**src/hdl/cfgl_pkg.sv**
```systemverilog
/*
 * Constants for the configuration preset word loader: register offsets,
 * preset word addresses, field positions and built-in defaults.
 * Assumes nothing beyond a SystemVerilog compiler.
 */
package cfgl_pkg;

	// counts
	localparam int NUM_FUNC = 3;
	localparam int NUM_PORT = 4;

	// register byte offsets within one function or port window
	localparam logic [7:0] OFF_CLASS_REV = 8'h08;
	localparam logic [7:0] OFF_PM_CAP    = 8'h80;
	localparam logic [7:0] OFF_PM_CTL    = 8'h84;
	localparam logic [7:0] OFF_PHY1      = 8'hA0;
	localparam logic [7:0] OFF_PHY2      = 8'hA4;
	localparam logic [7:0] OFF_LOAD_STAT = 8'hF0;

	// paddr[11:8] selects the function or port window
	localparam int IDX_MSB = 11;
	localparam int IDX_LSB = 8;

	// preset word addresses
	localparam logic [7:0] PW_F2_REV      = 8'h4C;
	localparam logic [7:0] PW_PHY1        = 8'h4E;
	localparam logic [7:0] PW_PORT0       = 8'h50;
	localparam logic [7:0] PW_FUNC0_CLASS = 8'h58;
	localparam logic [7:0] PW_PHY2        = 8'h5E;
	localparam logic [7:0] PW_FIRST       = 8'h4C;
	localparam logic [7:0] PW_LAST        = 8'h5E;
	localparam logic [7:0] PW_STEP        = 8'h02;

	// fields within a port preset word
	localparam int PW_NSR_BIT  = 0;
	localparam int PW_AUX_LSB  = 1;
	localparam int PW_D1_BIT   = 4;
	localparam int PW_D2_BIT   = 5;
	localparam int PW_WAKE_LSB = 6;
	localparam int PW_DATA_LSB = 8;

	// fields within the registers
	localparam int CLS_PROGIF_LSB = 8;
	localparam int CLS_SUB_LSB    = 16;
	localparam int CLS_BASE_LSB   = 24;
	localparam int PMCAP_AUX_LSB  = 22;
	localparam int PMCAP_D1_BIT   = 25;
	localparam int PMCAP_D2_BIT   = 26;
	localparam int PMCAP_WAKE_LSB = 28;
	localparam int PMCTL_NSR_BIT  = 3;
	localparam int PMCTL_PME_BIT  = 8;
	localparam int PMCTL_DATA_LSB = 24;
	localparam int STAT_DONE_BIT   = 0;
	localparam int STAT_ABSENT_BIT = 1;

	// built-in defaults kept when no preset memory is present
	localparam logic [7:0]  DEF_REVISION  = 8'h00;
	localparam logic [7:0]  DEF_PROGIF    = 8'h20;
	localparam logic [7:0]  DEF_SUBCLASS  = 8'h03;
	localparam logic [7:0]  DEF_BASECLASS = 8'h0C;
	localparam logic [15:0] DEF_PHY       = 16'h0000;
	localparam logic [15:0] DEF_PORT_WORD = 16'h0000;
	localparam logic [15:0] PMCAP_LOW     = 16'h0001;

endpackage

```
**src/hdl/cfgl_loader.sv**
```systemverilog
/*
 * Configuration preset word loader top: fetches preset words after reset,
 * places them into per-function and per-port configuration fields and
 * serves those fields to software as an APB slave.
 * Assumes an APB master on pclk and a preset memory with a req/ack port.
 */
`timescale 1ns/1ps
`default_nettype none
// Summary of operation
// - word 4Ch low byte is function 2 revision, high byte its interface byte.
// - word 4Eh becomes host port 1 phy control, shared by all functions.
// - word 5Eh becomes host port 2 phy control, shared by all functions.
// - bit 0 of words 50h..56h is each port's no-soft-reset flag, bit 3.
// - bits 3..1 of the port word fill auxiliary current, capability bits 24..22.
// - bit 4 of the port word sets read-only D1 support, capability bit 25.
// - bit 5 of the port word sets read-only D2 support, capability bit 26.
// - bits 7..6 of the port word fill wake-event support, capability bits 29..28.
// - bytes 51h..57h fill each port's read-only data byte, control bits 31..24.
// - words 58h..5Ch give each function's sub-class and base-class bytes.
module cfgl_loader (
	// clock and reset
	input  wire logic        pclk,
	input  wire logic        presetn,
	// apb slave
	input  wire logic        psel,
	input  wire logic        penable,
	input  wire logic        pwrite,
	input  wire logic [11:0] paddr,
	input  wire logic [31:0] pwdata,
	input  wire logic [3:0]  pstrb,
	output logic             pready,
	output logic [31:0]      prdata,
	output logic             pslverr,
	// preset memory
	input  wire logic        mem_present,
	output logic             mem_req,
	output logic [7:0]       mem_addr,
	input  wire logic [15:0] mem_rdata,
	input  wire logic        mem_ack,
	// loaded settings to the rest of the chip
	output logic [15:0]      phy1_ctrl,
	output logic [15:0]      phy2_ctrl,
	output logic [3:0]       no_soft_reset,
	output logic             load_done
);
	logic             word_valid;
	logic [7:0]       word_addr;
	logic [15:0]      word_data;
	logic             preset_absent;
	logic [3:0][31:0] pm_cap;
	logic [3:0][31:0] pm_ctl;

	logic [15:0]      phy1_reg;
	logic [15:0]      phy2_reg;
	logic [7:0]       f2_rev_reg;
	logic [7:0]       f2_progif_reg;
	logic [2:0][15:0] class_reg;
	logic [2:0][31:0] class_rev;

	logic             pready_reg;
	logic [31:0]      prdata_reg;
	logic             pslverr_reg;

	cfgl_fetch u_fetch (
		.pclk          (pclk),
		.presetn       (presetn),
		.mem_present   (mem_present),
		.mem_req       (mem_req),
		.mem_addr      (mem_addr),
		.mem_rdata     (mem_rdata),
		.mem_ack       (mem_ack),
		.word_valid    (word_valid),
		.word_addr     (word_addr),
		.word_data     (word_data),
		.load_done     (load_done),
		.preset_absent (preset_absent)
	);

	// address decode
	wire [3:0] idx      = paddr[cfgl_pkg::IDX_MSB:cfgl_pkg::IDX_LSB];
	wire [7:0] off      = paddr[7:0];
	wire       is_func  = (idx < 4'(cfgl_pkg::NUM_FUNC));
	wire       is_port  = (idx < 4'(cfgl_pkg::NUM_PORT));
	wire       hit_cls  = (off == cfgl_pkg::OFF_CLASS_REV) && is_func;
	wire       hit_cap  = (off == cfgl_pkg::OFF_PM_CAP) && is_port;
	wire       hit_ctl  = (off == cfgl_pkg::OFF_PM_CTL) && is_port;
	wire       hit_phy1 = (off == cfgl_pkg::OFF_PHY1) && is_func;
	wire       hit_phy2 = (off == cfgl_pkg::OFF_PHY2) && is_func;
	wire       hit_stat = (off == cfgl_pkg::OFF_LOAD_STAT) && (idx == 4'h0);
	wire       mapped   = hit_cls | hit_cap | hit_ctl | hit_phy1 | hit_phy2 | hit_stat;
	wire [1:0] pidx     = idx[1:0];

	// access phase answered one cycle late, and only once loading is over
	wire       answer   = psel && penable && !pready_reg && load_done;
	wire       wr_fire  = psel && penable && pready_reg && pwrite && mapped;
	wire [3:0] ctl_sel  = (wr_fire && hit_ctl) ? (4'h1 << pidx) : 4'h0;

	// loaded word decode
	wire ld_f2rev = word_valid && (word_addr == cfgl_pkg::PW_F2_REV);
	wire ld_phy1  = word_valid && (word_addr == cfgl_pkg::PW_PHY1);
	wire ld_phy2  = word_valid && (word_addr == cfgl_pkg::PW_PHY2);

	cfgl_port_regs u_ports (
		.pclk          (pclk),
		.presetn       (presetn),
		.word_valid    (word_valid),
		.word_addr     (word_addr),
		.word_data     (word_data),
		.wr_sel        (ctl_sel),
		.wr_data       (pwdata),
		.wr_lane0      (pstrb[0]),
		.wr_lane1      (pstrb[1]),
		.pm_cap        (pm_cap),
		.pm_ctl        (pm_ctl),
		.no_soft_reset (no_soft_reset)
	);

	// per-function class and revision registers
	genvar f;
	generate
		for (f = 0; f < cfgl_pkg::NUM_FUNC; f = f + 1) begin : g_func
			wire ld_cls = word_valid &&
				(word_addr == 8'(cfgl_pkg::PW_FUNC0_CLASS + 8'(2 * f)));

			always_ff @(posedge pclk or negedge presetn) begin
				if (!presetn)
					class_reg[f] <= {cfgl_pkg::DEF_BASECLASS, cfgl_pkg::DEF_SUBCLASS};
				else if (ld_cls)
					class_reg[f] <= word_data;
			end

			// functions 0 and 1 keep built-in revision and interface bytes
			if (f == 2) begin : g_f2
				assign class_rev[f] = {class_reg[f], f2_progif_reg, f2_rev_reg};
			end else begin : g_fx
				assign class_rev[f] = {class_reg[f], cfgl_pkg::DEF_PROGIF,
					cfgl_pkg::DEF_REVISION};
			end
		end
	endgenerate

	always_ff @(posedge pclk or negedge presetn) begin
		if (!presetn) begin
			f2_rev_reg    <= cfgl_pkg::DEF_REVISION;
			f2_progif_reg <= cfgl_pkg::DEF_PROGIF;
		end else if (ld_f2rev) begin
			f2_rev_reg    <= word_data[7:0];
			f2_progif_reg <= word_data[15:8];
		end
	end

	// phy control: preset load, then software may rewrite it
	always_ff @(posedge pclk or negedge presetn) begin
		if (!presetn) begin
			phy1_reg <= cfgl_pkg::DEF_PHY;
			phy2_reg <= cfgl_pkg::DEF_PHY;
		end else begin
			if (ld_phy1)
				phy1_reg <= word_data;
			else if (wr_fire && hit_phy1) begin
				if (pstrb[0])
					phy1_reg[7:0] <= pwdata[7:0];
				if (pstrb[1])
					phy1_reg[15:8] <= pwdata[15:8];
			end
			if (ld_phy2)
				phy2_reg <= word_data;
			else if (wr_fire && hit_phy2) begin
				if (pstrb[0])
					phy2_reg[7:0] <= pwdata[7:0];
				if (pstrb[1])
					phy2_reg[15:8] <= pwdata[15:8];
			end
		end
	end

	// read selection
	wire [31:0] stat_word = {30'h0000_0000, preset_absent, load_done};
	wire [31:0] rd_mux =
		hit_cls  ? class_rev[idx[1:0] == 2'h3 ? 2'h0 : idx[1:0]] :
		hit_cap  ? pm_cap[pidx] :
		hit_ctl  ? pm_ctl[pidx] :
		hit_phy1 ? {16'h0000, phy1_reg} :
		hit_phy2 ? {16'h0000, phy2_reg} :
		hit_stat ? stat_word : 32'h0000_0000;

	always_ff @(posedge pclk or negedge presetn) begin
		if (!presetn) begin
			pready_reg  <= 1'b0;
			prdata_reg  <= 32'h0000_0000;
			pslverr_reg <= 1'b0;
		end else begin
			pready_reg  <= answer;
			pslverr_reg <= answer && !mapped;
			if (answer)
				prdata_reg <= pwrite ? 32'h0000_0000 : rd_mux;
		end
	end

	assign pready    = pready_reg;
	assign prdata    = prdata_reg;
	assign pslverr   = pslverr_reg;
	assign phy1_ctrl = phy1_reg;
	assign phy2_ctrl = phy2_reg;
endmodule
`default_nettype wire

```
**src/hdl/cfgl_fetch.sv**
```systemverilog
/*
 * Fetch engine: after reset walks the preset word addresses from first to
 * last, one request per word, and presents each word as a one-cycle pulse.
 * Assumes the preset memory answers with a one-cycle mem_ack; mem_req and mem_addr are held until it.
 */
`timescale 1ns/1ps
`default_nettype none
module cfgl_fetch (
	// clock and reset
	input  wire logic        pclk,
	input  wire logic        presetn,
	// preset memory
	input  wire logic        mem_present,
	output logic             mem_req,
	output logic [7:0]       mem_addr,
	input  wire logic [15:0] mem_rdata,
	input  wire logic        mem_ack,
	// loaded words
	output logic             word_valid,
	output logic [7:0]       word_addr,
	output logic [15:0]      word_data,
	output logic             load_done,
	output logic             preset_absent
);
	typedef enum logic [2:0] {
		ST_IDLE = 3'b001,
		ST_REQ  = 3'b010,
		ST_DONE = 3'b100
	} cfgl_fetch_st_t;

	cfgl_fetch_st_t state_reg, state_next;
	logic [7:0]     addr_reg;
	logic           valid_reg;
	logic [7:0]     waddr_reg;
	logic [15:0]    wdata_reg;
	logic           done_reg;
	logic           absent_reg;

	wire take = (state_reg == ST_REQ) && mem_ack;
	wire last = (addr_reg == cfgl_pkg::PW_LAST);

	always_comb begin
		state_next = state_reg;
		unique case (state_reg)
			ST_IDLE: state_next = mem_present ? ST_REQ : ST_DONE;
			ST_REQ:  state_next = (take && last) ? ST_DONE : ST_REQ;
			ST_DONE: state_next = ST_DONE;
			default: state_next = ST_IDLE;
		endcase
	end

	always_ff @(posedge pclk or negedge presetn) begin
		if (!presetn) begin
			state_reg  <= ST_IDLE;
			addr_reg   <= cfgl_pkg::PW_FIRST;
			valid_reg  <= 1'b0;
			waddr_reg  <= 8'h00;
			wdata_reg  <= 16'h0000;
			done_reg   <= 1'b0;
			absent_reg <= 1'b0;
		end else begin
			state_reg <= state_next;
			valid_reg <= take;
			if (take) begin
				waddr_reg <= addr_reg;
				wdata_reg <= mem_rdata;
				addr_reg  <= addr_reg + cfgl_pkg::PW_STEP;
			end
			if (state_reg == ST_IDLE && !mem_present)
				absent_reg <= 1'b1;
			// one cycle after the last word so its fields are settled
			done_reg <= (state_reg == ST_DONE);
		end
	end

	assign mem_req       = (state_reg == ST_REQ);
	assign mem_addr      = addr_reg;
	assign word_valid    = valid_reg;
	assign word_addr     = waddr_reg;
	assign word_data     = wdata_reg;
	assign load_done     = done_reg;
	assign preset_absent = absent_reg;
endmodule
`default_nettype wire

```
**src/hdl/cfgl_port_regs.sv**
```systemverilog
/*
 * Power-management capability and control/data registers for ports 0..3,
 * filled from the port preset words and partly writable by software.
 * Assumes word_valid is a one-cycle pulse and wr_sel a one-cycle strobe.
 */
`timescale 1ns/1ps
`default_nettype none
module cfgl_port_regs (
	// clock and reset
	input  wire logic              pclk,
	input  wire logic              presetn,
	// loaded words
	input  wire logic              word_valid,
	input  wire logic [7:0]        word_addr,
	input  wire logic [15:0]       word_data,
	// software write to the control register
	input  wire logic [3:0]        wr_sel,
	input  wire logic [31:0]       wr_data,
	input  wire logic              wr_lane0,
	input  wire logic              wr_lane1,
	// register images
	output logic [3:0][31:0]       pm_cap,
	output logic [3:0][31:0]       pm_ctl,
	output logic [3:0]             no_soft_reset
);
	genvar p;
	generate
		for (p = 0; p < cfgl_pkg::NUM_PORT; p = p + 1) begin : g_port
			logic [15:0] word_reg;
			logic [1:0]  pstate_reg;
			logic        pme_en_reg;
			wire         hit = word_valid &&
				(word_addr == 8'(cfgl_pkg::PW_PORT0 + 8'(2 * p)));

			always_ff @(posedge pclk or negedge presetn) begin
				if (!presetn) begin
					word_reg   <= cfgl_pkg::DEF_PORT_WORD;
					pstate_reg <= 2'h0;
					pme_en_reg <= 1'b0;
				end else begin
					if (hit)
						word_reg <= word_data;
					// only state and wake enable are writable
					if (wr_sel[p] && wr_lane0)
						pstate_reg <= wr_data[1:0];
					if (wr_sel[p] && wr_lane1)
						pme_en_reg <= wr_data[cfgl_pkg::PMCTL_PME_BIT];
				end
			end

			always_comb begin
				pm_cap[p] = {16'h0000, cfgl_pkg::PMCAP_LOW};
				pm_cap[p][cfgl_pkg::PMCAP_AUX_LSB +: 3] =
					word_reg[cfgl_pkg::PW_AUX_LSB +: 3];
				pm_cap[p][cfgl_pkg::PMCAP_D1_BIT] =
					word_reg[cfgl_pkg::PW_D1_BIT];
				pm_cap[p][cfgl_pkg::PMCAP_D2_BIT] =
					word_reg[cfgl_pkg::PW_D2_BIT];
				pm_cap[p][cfgl_pkg::PMCAP_WAKE_LSB +: 2] =
					word_reg[cfgl_pkg::PW_WAKE_LSB +: 2];
				pm_ctl[p] = 32'h0000_0000;
				pm_ctl[p][1:0] = pstate_reg;
				pm_ctl[p][cfgl_pkg::PMCTL_NSR_BIT] =
					word_reg[cfgl_pkg::PW_NSR_BIT];
				pm_ctl[p][cfgl_pkg::PMCTL_PME_BIT] = pme_en_reg;
				pm_ctl[p][cfgl_pkg::PMCTL_DATA_LSB +: 8] =
					word_reg[cfgl_pkg::PW_DATA_LSB +: 8];
			end

			assign no_soft_reset[p] = word_reg[cfgl_pkg::PW_NSR_BIT];
		end
	endgenerate
endmodule
`default_nettype wire

```
**config.mk**
```make
export PLATFORM = sky130hd
export DESIGN_NAME = cfgl_loader
export DESIGN_NICKNAME = d
export VERILOG_FILES = /design/src/hdl/cfgl_pkg.sv /design/src/hdl/cfgl_loader.sv /design/src/hdl/cfgl_fetch.sv /design/src/hdl/cfgl_port_regs.sv
export SDC_FILE = /design/constraint.sdc
export NUM_CORES = 1
export LEC_CHECK = 0
export ABC_AREA = 1
export BUFFER_PORTS_ARGS = -buffer_cell sky130_fd_sc_hd__buf_2
export CORE_ASPECT_RATIO = 0.6
export CORE_UTILIZATION = 28
export CTS_CLUSTER_DIAMETER = 200
export DETAILED_ROUTE_END_ITERATION = 8
export PLACE_DENSITY = 0.42
export SYNTH_ARGS = -nofsm -noshare
export SYNTH_HDL_FRONTEND = slang
export SYNTH_HIERARCHICAL = 1
export SYNTH_SLANG_ARGS = --single-unit
```
**constraint.sdc**
```tcl
create_clock -name pclk -period 2.15 [get_ports pclk]
set_input_delay 0.1075 -clock pclk [delete_from_list [all_inputs] [get_ports pclk]]
set_output_delay 0.1075 -clock pclk [all_outputs]
set_load 0.1 [all_outputs]
```
### Yosys cells after proc, flatten, opt, wreduce, memory -nomap -nowiden

Cells that the tools add are included.

* add/sub/neg operators: 1
* order comparisons: 4
* equality and inequality tests: 21
* shift-type cells: 1
* multiplexer cells: 24
* bitwise operators: 5
* reduce and logical (&&, ||, !) cells: 51

Operators with widths (count)
* 32-bit two-way mux: 7
* 32-bit binary-select mux with 2-bit select: 3
* 16-bit two-way mux: 6
* 8-bit by 7-bit equality test with 1-bit output (second input constant): 11
* 8-bit equality test (second input constant): 5
* 1-bit logical AND: 37
* 8-bit two-way mux: 2
* 2-bit nonzero test: 6
* 3-bit one-hot mux with 3 select lines: 1
* 8-bit by 2-bit adder with 8-bit output (second input constant): 1
* 8-bit by 4-bit equality test with 1-bit output (second input constant): 1
* 2-bit AND reduction: 4
* 2-bit by 3-bit < comparator with 1-bit output (second input constant): 2
* 3-bit two-way mux: 2
* 1-bit OR: 5
* 4-bit logical NOT: 1
* 4-bit by 2-bit < comparator with 1-bit output (second input constant): 1
* 4-bit by 3-bit < comparator with 1-bit output (second input constant): 1
* 2-bit two-way mux: 2
* 4-bit two-way mux: 1
* 1-bit by 2-bit << shifter with 4-bit output (first input constant): 1
* 3-bit by 1-bit equality test with 1-bit output (second input constant): 1
* 3-bit by 2-bit equality test with 1-bit output (second input constant): 1
* 3-bit equality test (second input constant): 1
* other kinds (2): 4

* register bits: 244
* word-level logic and storage cells: 138

### Longest topological paths before layout

Gate-level depths: netlist of the first run.

* depth in word-level cells: 11
* gate-level depth with buffers: 12

### Hierarchy

Netlist of the first run, hierarchy kept.

By module, submodules not included
* cfgl_loader: times used 1, cells an instance 1301, area an instance 8479.4 um^2, seq. area each 3269.4 um^2
* cfgl_port_regs: times used 1, cells an instance 530, area an instance 4504.3 um^2, seq. area each 1901.8 um^2
* cfgl_fetch: times used 1, cells an instance 171, area an instance 1582.8 um^2, seq. area each 905.9 um^2

### Least setup slack after synthesis of the first run

OpenSTA, ideal clock, no wires.

* kind: register -> register
* start point: register pready_reg (netlist: pready)
* end point: register phy2_reg[13] (netlist: phy2_ctrl[13])
* setup time: 129 ps
* arrival: 1978 ps
* data required time: 2021 ps
* path slack: 43 ps
* stages on the path, launching flop included: 9
* path buffers: 1
* path through: dfrtp_1 -> nand2_1 -> nor2_1 -> nand3_1 -> nand2_1 -> inv_1 -> buf_2 -> nand2_1 -> o21ai_0

* word-level cells in the longest chain between the ends: 6

Ends and longest elaborated chain
* start, declared: line cfgl_loader.sv:60 `logic pready_reg;`
* start signal, assigned: line cfgl_loader.sv:193 `pready_reg <= answer;`
* 1-bit logical AND (3 in a row): line cfgl_loader.sv:95 `wire wr_fire = psel && penable && pready_reg && pwrite && mapped;`
* 1-bit logical AND: line cfgl_loader.sv:168 `else if (wr_fire && hit_phy2) begin`
* 2-bit nonzero test (no source line)
* 2-bit AND reduction (no source line)
* end signal, assigned: line cfgl_loader.sv:156 `phy2_reg <= cfgl_pkg::DEF_PHY;`
* end signal, assigned: line cfgl_loader.sv:167 `phy2_reg <= word_data;`
* end signal, assigned: line cfgl_loader.sv:172 `phy2_reg[15:8] <= pwdata[15:8];`
* end, declared: line cfgl_loader.sv:54 `logic [15:0] phy2_reg;`

Every way passes these cells.
A chain may end at the register's enable or synchronous reset.

### Worst setup path after layout of the first run

* start point: register pready_reg (netlist: pready)
* end point: register u_ports.g_port[0].pme_en_reg

* word-level cells in the longest chain between the ends: 6

Ends and longest elaborated chain
* 1-bit logical AND (3 in a row): line cfgl_loader.sv:95
* 1-bit logical AND: line cfgl_loader.sv:96 `wire [3:0] ctl_sel = (wr_fire && hit_ctl) ? (4'h1 << pidx) : 4'h0;`
* 4-bit two-way mux: line cfgl_loader.sv:96
* named net ctl_sel[0]: line cfgl_loader.sv:96
* 1-bit logical AND: line cfgl_port_regs.sv:46 `if (wr_sel[p] && wr_lane1)`
* end signal, assigned: line cfgl_port_regs.sv:47 `pme_en_reg <= wr_data[cfgl_pkg::PMCTL_PME_BIT];`
* end, declared: line cfgl_port_regs.sv:31 `logic pme_en_reg;`

The timed path passes the listed nets, and every way through them passes these cells.

==> results.rst, run 1 <==
.. list-table::
   :header-rows: 1

   * - Metric
     - Value
   * - Post-synth ARST share
     - 100%
   * - Standard-cell rows
     - 64
   * - Kind of cell with the highest combined delay on the critical path
     - buffers and inverters
   * - Power per cell area
     - 739 nW/um^2
   * - First-pass GRT wire length
     - 76.7 mm
   * - Min Clock Period, post-route
     - 1.94 ns
   * - Crit path DAT
     - 2.44 ns
   * - Core occupancy in the finished layout
     - 32.6%
   * - Maximum number of pins on one net before global-route repair
     - 62
   * - Crit path max-delay cell type
     - sky130_fd_sc_hd__dlygate4sd3_1
   * - Synth area leaders
     - sky130_fd_sc_hd__dfrtp_1 39%, sky130_fd_sc_hd__nand2_1 17%, sky130_fd_sc_hd__buf_4 10%, sky130_fd_sc_hd__nand3_1 5.3%, sky130_fd_sc_hd__o21ai_0 4.8%
   * - RSZ-0062 raised after global routing
     - false
   * - Max reg flops
     - 64
   * - TritonCTS Buffers
     - 26
   * - Number of levels in the clock H-tree
     - 1
   * - Final Routed Wirelength
     - 51.1 mm
   * - Wire per inst
     - 17.8 um
   * - Leakage power summed over all cells
     - 0.00877 uW
   * - Area share of the largest cell type after synthesis
     - 38.7%
   * - Top sig layer
     - met4
   * - Setup fix buffers added after clock tree synthesis
     - 0
   * - Prevailing post-synth register cell
     - sky130_fd_sc_hd__dfrtp_1
   * - Clock-pin slew on the worst setup and hold paths
     - 0.06 ns
   * - Number of buffers added on ports
     - 131
   * - Net count, final
     - 2229
   * - Met1 layer wirelength in the final routing
     - 26.4 mm
   * - R2R Path End
     - u_ports/g_port[0].pme_en_reg
   * - Hold bufs inserted after CTS
     - 49
   * - Worst path cell trace
     - nand2_1, nor2_1, buf_4, nand2_1, nor2_1, a21oi_1, a31oi_1, dlygate4sd3_1
   * - Synth-to-Final Area Change
     - 14.4%
   * - Clock tree sinks
     - 242
   * - Met2 layer wire length in the routed design
     - 20.7 mm
   * - Kind of critical path
     - reg -> reg
   * - Final Worst Setup Slack
     - 0.208 ns
   * - HPWL Detailed
     - 35.6 mm
   * - Flip-flop and latch count after synthesis
     - 242
   * - Post-synthesis average cell area
     - 7.28 um^2
   * - Wire length on met3
     - 3.22 mm
   * - Root buf cell
     - sky130_fd_sc_hd__clkbuf_16
   * - Worst rel slew slack
     - 52.2%
   * - Layout cell share with drive strength beyond 1
     - 13.7%
   * - Iter 0 DRT Violations
     - 1063
   * - Via count of the first global-routing pass
     - 11900
   * - Worst R2R Setup Slack
     - 0.21 ns
   * - Yosys cell types
     - 38
   * - Synthesized area
     - 14600 um^2
   * - Library cell with the largest summed area after synthesis
     - sky130_fd_sc_hd__dfrtp_1
   * - DR DRC count
     - 0
   * - Final period util
     - 90.3%
   * - Slew at the pin closest to its max-slew limit
     - 0.717 ns
   * - Final hold violations
     - 0
   * - Hold_sp
     - pwrite
   * - Max Fanout on Critical Path
     - 5
   * - Required time of the critical path
     - 2.65 ns
   * - Count of antenna-violating nets left after detailed routing
     - 0
   * - Vertical die dimension
     - 179 um
   * - CTS tree
     - yes
   * - Largest buffer count on any clock path
     - 3
   * - Yosys Warn Count
     - 6
   * - CP Capture Type
     - flop
   * - Final number of setup-violating endpoints
     - 0
   * - Commonest cells after routing, fill and taps aside
     - 672 x sky130_fd_sc_hd__nand2_1, 225 x sky130_fd_sc_hd__dfrtp_1, 182 x sky130_fd_sc_hd__conb_1
   * - Synthesized instance count
     - 2002
   * - Final worst hold slack
     - 0.120 ns
   * - Core ar.
     - 51200 um^2
   * - Total negative slack for setup checks
     - 0 ns
   * - Max Slew Vio Count
     - 0
   * - Average vias per placed instance
     - 4.48
   * - Post-placement setup slack
     - 0.341 ns
   * - Max Clock Freq
     - 515 MHz
   * - Number of antenna violations at the first check in global routing
     - 0
   * - Number of top-level pins
     - 151
   * - DIE AREA
     - 53000 um^2
   * - Global placer's final weighted congestion
     - 0.856
   * - Post-CTS resize count
     - 0
   * - Kind of start point of the critical path
     - flop
   * - Number of synthesized flops with an enable pin
     - 0
   * - Worst r2r src
     - pready
   * - IR Drop Worst-Case VDD
     - 527 uV
   * - Worst Hold Depth
     - 5
   * - Largest stage delay on the critical path
     - 0.56 ns
   * - Commonest non-fill, non-tap cell in the layout
     - sky130_fd_sc_hd__nand2_1
   * - End of the worst hold path
     - prdata[11]
   * - Clock latency on the worst-skew pair
     - 0.57 ns
   * - First drt pass iteration count
     - 5
   * - Sequential share of the synthesized area
     - 41.7%
   * - Horizontal die dimension
     - 296 um
   * - Aggregate global-route resource usage
     - 19.4%
   * - Total design power
     - 12300 uW
   * - Type of the worst min-delay path
     - in -> reg
   * - Worst-case reg-to-reg path depth
     - 8
   * - Crit. path cell count
     - 8
   * - Effective utilization at floorplan
     - 28.5%
   * - Sum of buffers and inverters on the critical path
     - 2
   * - Residual overflow from global routing
     - 0
   * - Final clock skew
     - 0.0216 ns
   * - Via count
     - 12800
   * - # Max-Cap Violations
     - 0
   * - Run status
     - finished clean
-- area by class of cell --
| class | count | area, um^2 |
|---|---|---|
| inverter | 127 | 482 |
| timing repair buffer | 233 | 1670 |
| antenna | 1 | 2.50 |
| clock buffer | 40 | 773 |
| fill | 5531 | 34500 |
| multi-input combinational | 1527 | 6750 |
| clock inverter | 5 | 52.6 |
| tap | 693 | 867 |
| sequential | 242 | 6080 |
-- power breakdown --
part	total, uW	leakage [uW]	switching [uW]	internal (uW)
Combinational	2260	0.00510	1700	567
Sequential	5560	0.00327	757	4800
Clock	4500	0.000402	2020	2480
-- how the worst max path moves through the flow --
stage	from	end	slack [ns]
2_1_floorplan	pready	phy2_ctrl[13]	0.04
3_3_place_gp	paddr[11]	prdata[31]	0.33
3_5_place_dp	paddr[11]	prdata[3]	0.34
4_1_cts	pready	u_ports/g_port[0].pme_en_reg	0.23
5_1_grt	u_fetch/word_addr[7]	phy2_ctrl[12]	0.1
6_report	pready	u_ports/g_port[0].pme_en_reg	0.21
-- synth_stat cells, types with 5 or more instances --
library cell               number
sky130_fd_sc_hd__nand2_1      673
sky130_fd_sc_hd__dfrtp_1      225
sky130_fd_sc_hd__buf_4        198
sky130_fd_sc_hd__nor2_1       171
sky130_fd_sc_hd__nand3_1      153
sky130_fd_sc_hd__o21ai_0      140
sky130_fd_sc_hd__inv_1        113
sky130_fd_sc_hd__o22ai_1       49
sky130_fd_sc_hd__buf_2         48
sky130_fd_sc_hd__a21oi_1       45
sky130_fd_sc_hd__clkbuf_1      27
sky130_fd_sc_hd__nand4_1       24
sky130_fd_sc_hd__dfstp_2       17
sky130_fd_sc_hd__o211ai_1      14
sky130_fd_sc_hd__o21ai_1       14
sky130_fd_sc_hd__inv_2         11
sky130_fd_sc_hd__buf_6          9
sky130_fd_sc_hd__nor2_2         7
sky130_fd_sc_hd__nor2_4         7
sky130_fd_sc_hd__o21ai_2        7
sky130_fd_sc_hd__nand2_2        6
sky130_fd_sc_hd__nand3_2        6
sky130_fd_sc_hd__nand2_4        5
sky130_fd_sc_hd__o21bai_1       5
-- worst min-delay path, stage by stage --
cell	delay (ns)
sky130_fd_sc_hd__buf_2	0.10
sky130_fd_sc_hd__nor2_2	0.05
sky130_fd_sc_hd__buf_4	0.20
sky130_fd_sc_hd__nand3_1	0.12
sky130_fd_sc_hd__nand2_1	0.05
-- per-layer routing --
metal	global-route usage (%)	up-vias
met4	3.44	0
li1	-	6361
met1	30.8	6088
met5	0	-
met2	27.2	351
met3	3.00	49
-- logic make-up (layout without fill, tap and decap cells) --
group	after synthesis	in the layout	share of synthesized area (%)
compound gates	278	278	10.5
buf+inv	412	405	16.6
simple gates	1065	1065	30.9
fa+ha+maj	1	1	0.0859
other cells	3	183	0.0773
flops	242	242	41.7
xor+xnor	1	1	0.0601
-- through the flow --
stage | cells | instance area, um^2
final | 2868 | 16700
after global routing | 2867 | 16700
after CTS | 2867 | 16700
after detailed placement | 2773 | 15300
after global placement | 2773 | 15300
after floorplan | 2181 | 15200
(Power assumes the default switching activity.)
==> run 2, diff against run 1 <==
--- a/config.mk
+++ b/config.mk
@@ -12,6 +12,7 @@
 export CTS_CLUSTER_DIAMETER = 200
 export DETAILED_ROUTE_END_ITERATION = 8
 export PLACE_DENSITY = 0.42
+export SLEW_MARGIN = 20
 export SYNTH_ARGS = -nofsm -noshare
 export SYNTH_HDL_FRONTEND = slang
 export SYNTH_HIERARCHICAL = 1
==> constraint.sdc (replaced) <==
create_clock -name pclk -period 2.3 [get_ports pclk]
set_input_delay 0.115 -clock pclk [delete_from_list [all_inputs] [get_ports pclk]]
set_output_delay 0.115 -clock pclk [all_outputs]
set_load 0.1 [all_outputs]
==> run 2 against run 1 <==
Sequential cell count unchanged. Clock power decreased by 2%. Register-to-register slack improved by 0.13 ns. Via count decreased by 1.1%. Hold slack got worse by 0.055 ns. Largest power group unchanged. Highest routed layer unchanged.
==> results.rst, run 2 (synthesis results as in run 1) <==
.. list-table::
   :header-rows: 1

   * - Metric
     - Value
   * - Leakage power summed over all cells
     - 0.00876 uW (-0.11%)
   * - HPWL Detailed
     - 35.4 mm (-0.52%)
   * - Internal Power
     - 7510 uW (-4.3%)
   * - Setup fix buffers added after clock tree synthesis
     - 0 (unchanged)
   * - Largest buffer count on any clock path
     - 3 (unchanged)
   * - CTS tree
     - yes
   * - Kind of cell with the highest combined delay on the critical path
     - buffers and inverters
   * - Crit path DAT
     - 2.47 ns (+0.03 ns)
   * - Inserted Diodes
     - 0 (-1)
   * - Core ar.
     - 51200 um^2 (unchanged)
   * - Vertical die dimension
     - 179 um (unchanged)
   * - Count of antenna-violating nets left after detailed routing
     - 0 (unchanged)
   * - Total design power
     - 11600 uW (-5.7%)
   * - DIE AREA
     - 53000 um^2 (unchanged)
   * - Final number of setup-violating endpoints
     - 0 (unchanged)
   * - Worst path cell trace
     - nand2_1, nor2_1, buf_4, nand2_1, nor2_1, a21oi_1, a31oi_1, dlygate4sd3_1
   * - Kind of critical path
     - reg -> reg
   * - Final Routed Wirelength
     - 50.2 mm (-1.7%)
   * - Required time of the critical path
     - 2.81 ns (+0.16 ns)
   * - Wire per inst
     - 17.5 um (-1.5%)
   * - RSZ-0062 raised after global routing
     - false
   * - Max Fanout on Critical Path
     - 5 (unchanged)
   * - Share of power burned in registers
     - 44.9% (-0.2 points)
   * - Sum of buffers and inverters on the critical path
     - 2 (unchanged)
   * - Maximum number of pins on one net before global-route repair
     - 55 (-11%)
   * - Storage element area
     - 6080 um^2 (unchanged)
   * - Final hold violations
     - 0 (unchanged)
   * - Standard-cell rows
     - 64 (unchanged)
   * - Fill cell total of the finished layout
     - 5579 (+0.87%)
   * - Post-CTS resize count
     - 0 (unchanged)
   * - Proportion of power drawn by combinational gates
     - 17.0% (-1.4 points)
   * - Final clock skew
     - 0.0139 ns (-0.00772 ns)
   * - Number of levels in the clock H-tree
     - 1 (unchanged)
   * - Net switching power of the design
     - 4110 uW (-8.2%)
   * - Max reg flops
     - 64 (unchanged)
   * - Clock tree sinks
     - 242 (unchanged)
   * - Iter 0 DRT Violations
     - 910 (-14%)
   * - Non-filler cells, final
     - 2862 (-0.21%)
   * - Final period util
     - 85.2% (-5.1 points)
   * - Kind of start point of the critical path
     - flop
   * - Max Slew Vio Count
     - 0 (unchanged)
   * - Aggregate global-route resource usage
     - 19.2% (-0.14 points)
   * - Global placer's final weighted congestion
     - 0.903 (+5.5%)
   * - Clock latency on the worst-skew pair
     - 0.57 ns (about the same)
   * - First drt pass iteration count
     - 5 (unchanged)
   * - Commonest cells after routing, fill and taps aside
     - 672 x sky130_fd_sc_hd__nand2_1, 225 x sky130_fd_sc_hd__dfrtp_1, 182 x sky130_fd_sc_hd__conb_1
   * - Residual overflow from global routing
     - 0 (unchanged)
   * - Clock Power Share
     - 38.0% (+1.5 points)
   * - Synth-to-Final Area Change
     - 14.0%
   * - # Max-Cap Violations
     - 0 (unchanged)
   * - IR Drop Worst-Case VDD
     - 493 uV (-6.3%)
   * - Total negative slack for setup checks
     - 0 ns (unchanged)
   * - Effective utilization at floorplan
     - 28.5% (unchanged)
   * - DR DRC count
     - 0 (unchanged)
   * - Cells after DPL
     - 2770 (-0.11%)
   * - TritonCTS Buffers
     - 28 (+7.7%)
   * - Layout cell share with drive strength beyond 1
     - 13.6% (-0.11 points)
   * - Slew at the pin closest to its max-slew limit
     - 0.695 ns (-0.0222 ns)
   * - Clock-pin slew on the worst setup and hold paths
     - 0.06 ns (about the same)
   * - Hold bufs inserted after CTS
     - 41 (-16%)
   * - Horizontal die dimension
     - 296 um (unchanged)
   * - Root buf cell
     - sky130_fd_sc_hd__clkbuf_16
   * - Worst rel slew slack
     - 53.7% (+1.5 points)
   * - Number of top-level pins
     - 151 (unchanged)
   * - Number of buffers added on ports
     - 131 (unchanged)
   * - Crit path max-delay cell type
     - sky130_fd_sc_hd__dlygate4sd3_1
   * - Largest stage delay on the critical path
     - 0.56 ns (about the same)
   * - Max Clock Freq
     - 510 MHz (-0.91%)
   * - Multi-input gate area in the final layout
     - 6750 um^2 (unchanged)
   * - Via count
     - 12700 (-1.1%)
   * - Worst R2R Setup Slack
     - 0.34 ns (+0.13 ns)
   * - Fraction of power spent switching nets
     - 35.3% (-0.97 points)
   * - CP Capture Type
     - flop
   * - Min Clock Period, post-route
     - 1.96 ns (+0.0179 ns)
   * - Run status
     - finished clean
   * - Via count of the first global-routing pass
     - 11900 (-0.23%)
   * - Power per cell area
     - 700 nW/um^2 (-5.4%)
   * - Average vias per placed instance
     - 4.44 (-0.87%)
   * - Type of the worst min-delay path
     - in -> async
   * - Commonest non-fill, non-tap cell in the layout
     - sky130_fd_sc_hd__nand2_1
   * - First-pass GRT wire length
     - 76.3 mm (-0.45%)
   * - Net count, final
     - 2220 (-0.40%)
   * - Number of antenna violations at the first check in global routing
     - 1 (+1)
run 2: cell count changes in the layout (fill, tap and decap cells not counted), sizes merged:
cell | previous run | this run
bufinv | 0 | 1
dlygate4sd3 | 49 | 41
clkinvlp | 1 | 0
diode | 1 | 0
clkbuf | 40 | 46
buf | 184 | 181
run 2: power groups by stage:
stage | clock, uW | sequential (uW) | combinational [uW]
after floorplan | 0 | 5180 | 1180
after global placement | 0 | 5290 | 1910
after detailed placement | 0 | 5290 | 1930
after global routing | 4750 | 5250 | 2190
after CTS | 4560 | 5220 | 1990
final | 4420 | 5220 | 1980
run 2: metal layers:
layer	track usage, %	routed length (um)	share of wire [%]	up-vias
met2	27.1	20100	40	318
met1	29.6	25800	51	5990
li1	-	-	-	6354
met3	4.28	3480	6.9	49
met5	0	0	0	-
met4	3.52	786	1.6	0
run 2: metrics by stage:
| step | worst slack [ns] | instance area, um^2 | hold WS, ns | util [%] |
|---|---|---|---|---|
| 2_1_floorplan | 0.193 | 15200 | -0.181 | - |
| 3_3_place_gp | 0.425 | 15300 | 0.0788 | 29.9 |
| 3_5_place_dp | 0.426 | 15300 | 0.0792 | 29.9 |
| 4_1_cts | 0.362 | 16600 | 0.0628 | 32.5 |
| 5_1_grt | 0.199 | 16600 | 0.0792 | 32.5 |
| 6_report | 0.340 | 16600 | 0.0652 | 32.5 |
run 2: area by class of cell:
| type | count | area share [%] |
|---|---|---|
| Clock buffer | 46 | 4.93 |
| Clock inverter | 5 | 0.392 |
| Inverter | 127 | 2.90 |
| Multi-Input combinational cell | 1527 | 40.6 |
| Sequential cell | 242 | 36.6 |
| Tap cell | 693 | 5.22 |
| Timing Repair Buffer | 222 | 9.34 |
run 2: worst paths after layout:
| kind | start | to | cells past startpoint |
|---|---|---|---|
| min in group pclk | pwrite | prdata[13] | 5 |
| worst max register to register | pready | u_ports/g_port[0].pme_en_reg | 8 |
| max in group asynchronous | presetn | u_ports/g_port[3].pstate_reg[1] | 3 |
| worst max-delay path | pready | u_ports/g_port[0].pme_en_reg | 8 |
| worst min register to register | u_ports/g_port[0].word_reg[5] | u_ports/g_port[0].word_reg[5] | 2 |
| worst min-delay path | presetn | u_ports/g_port[3].word_reg[8] | 2 |
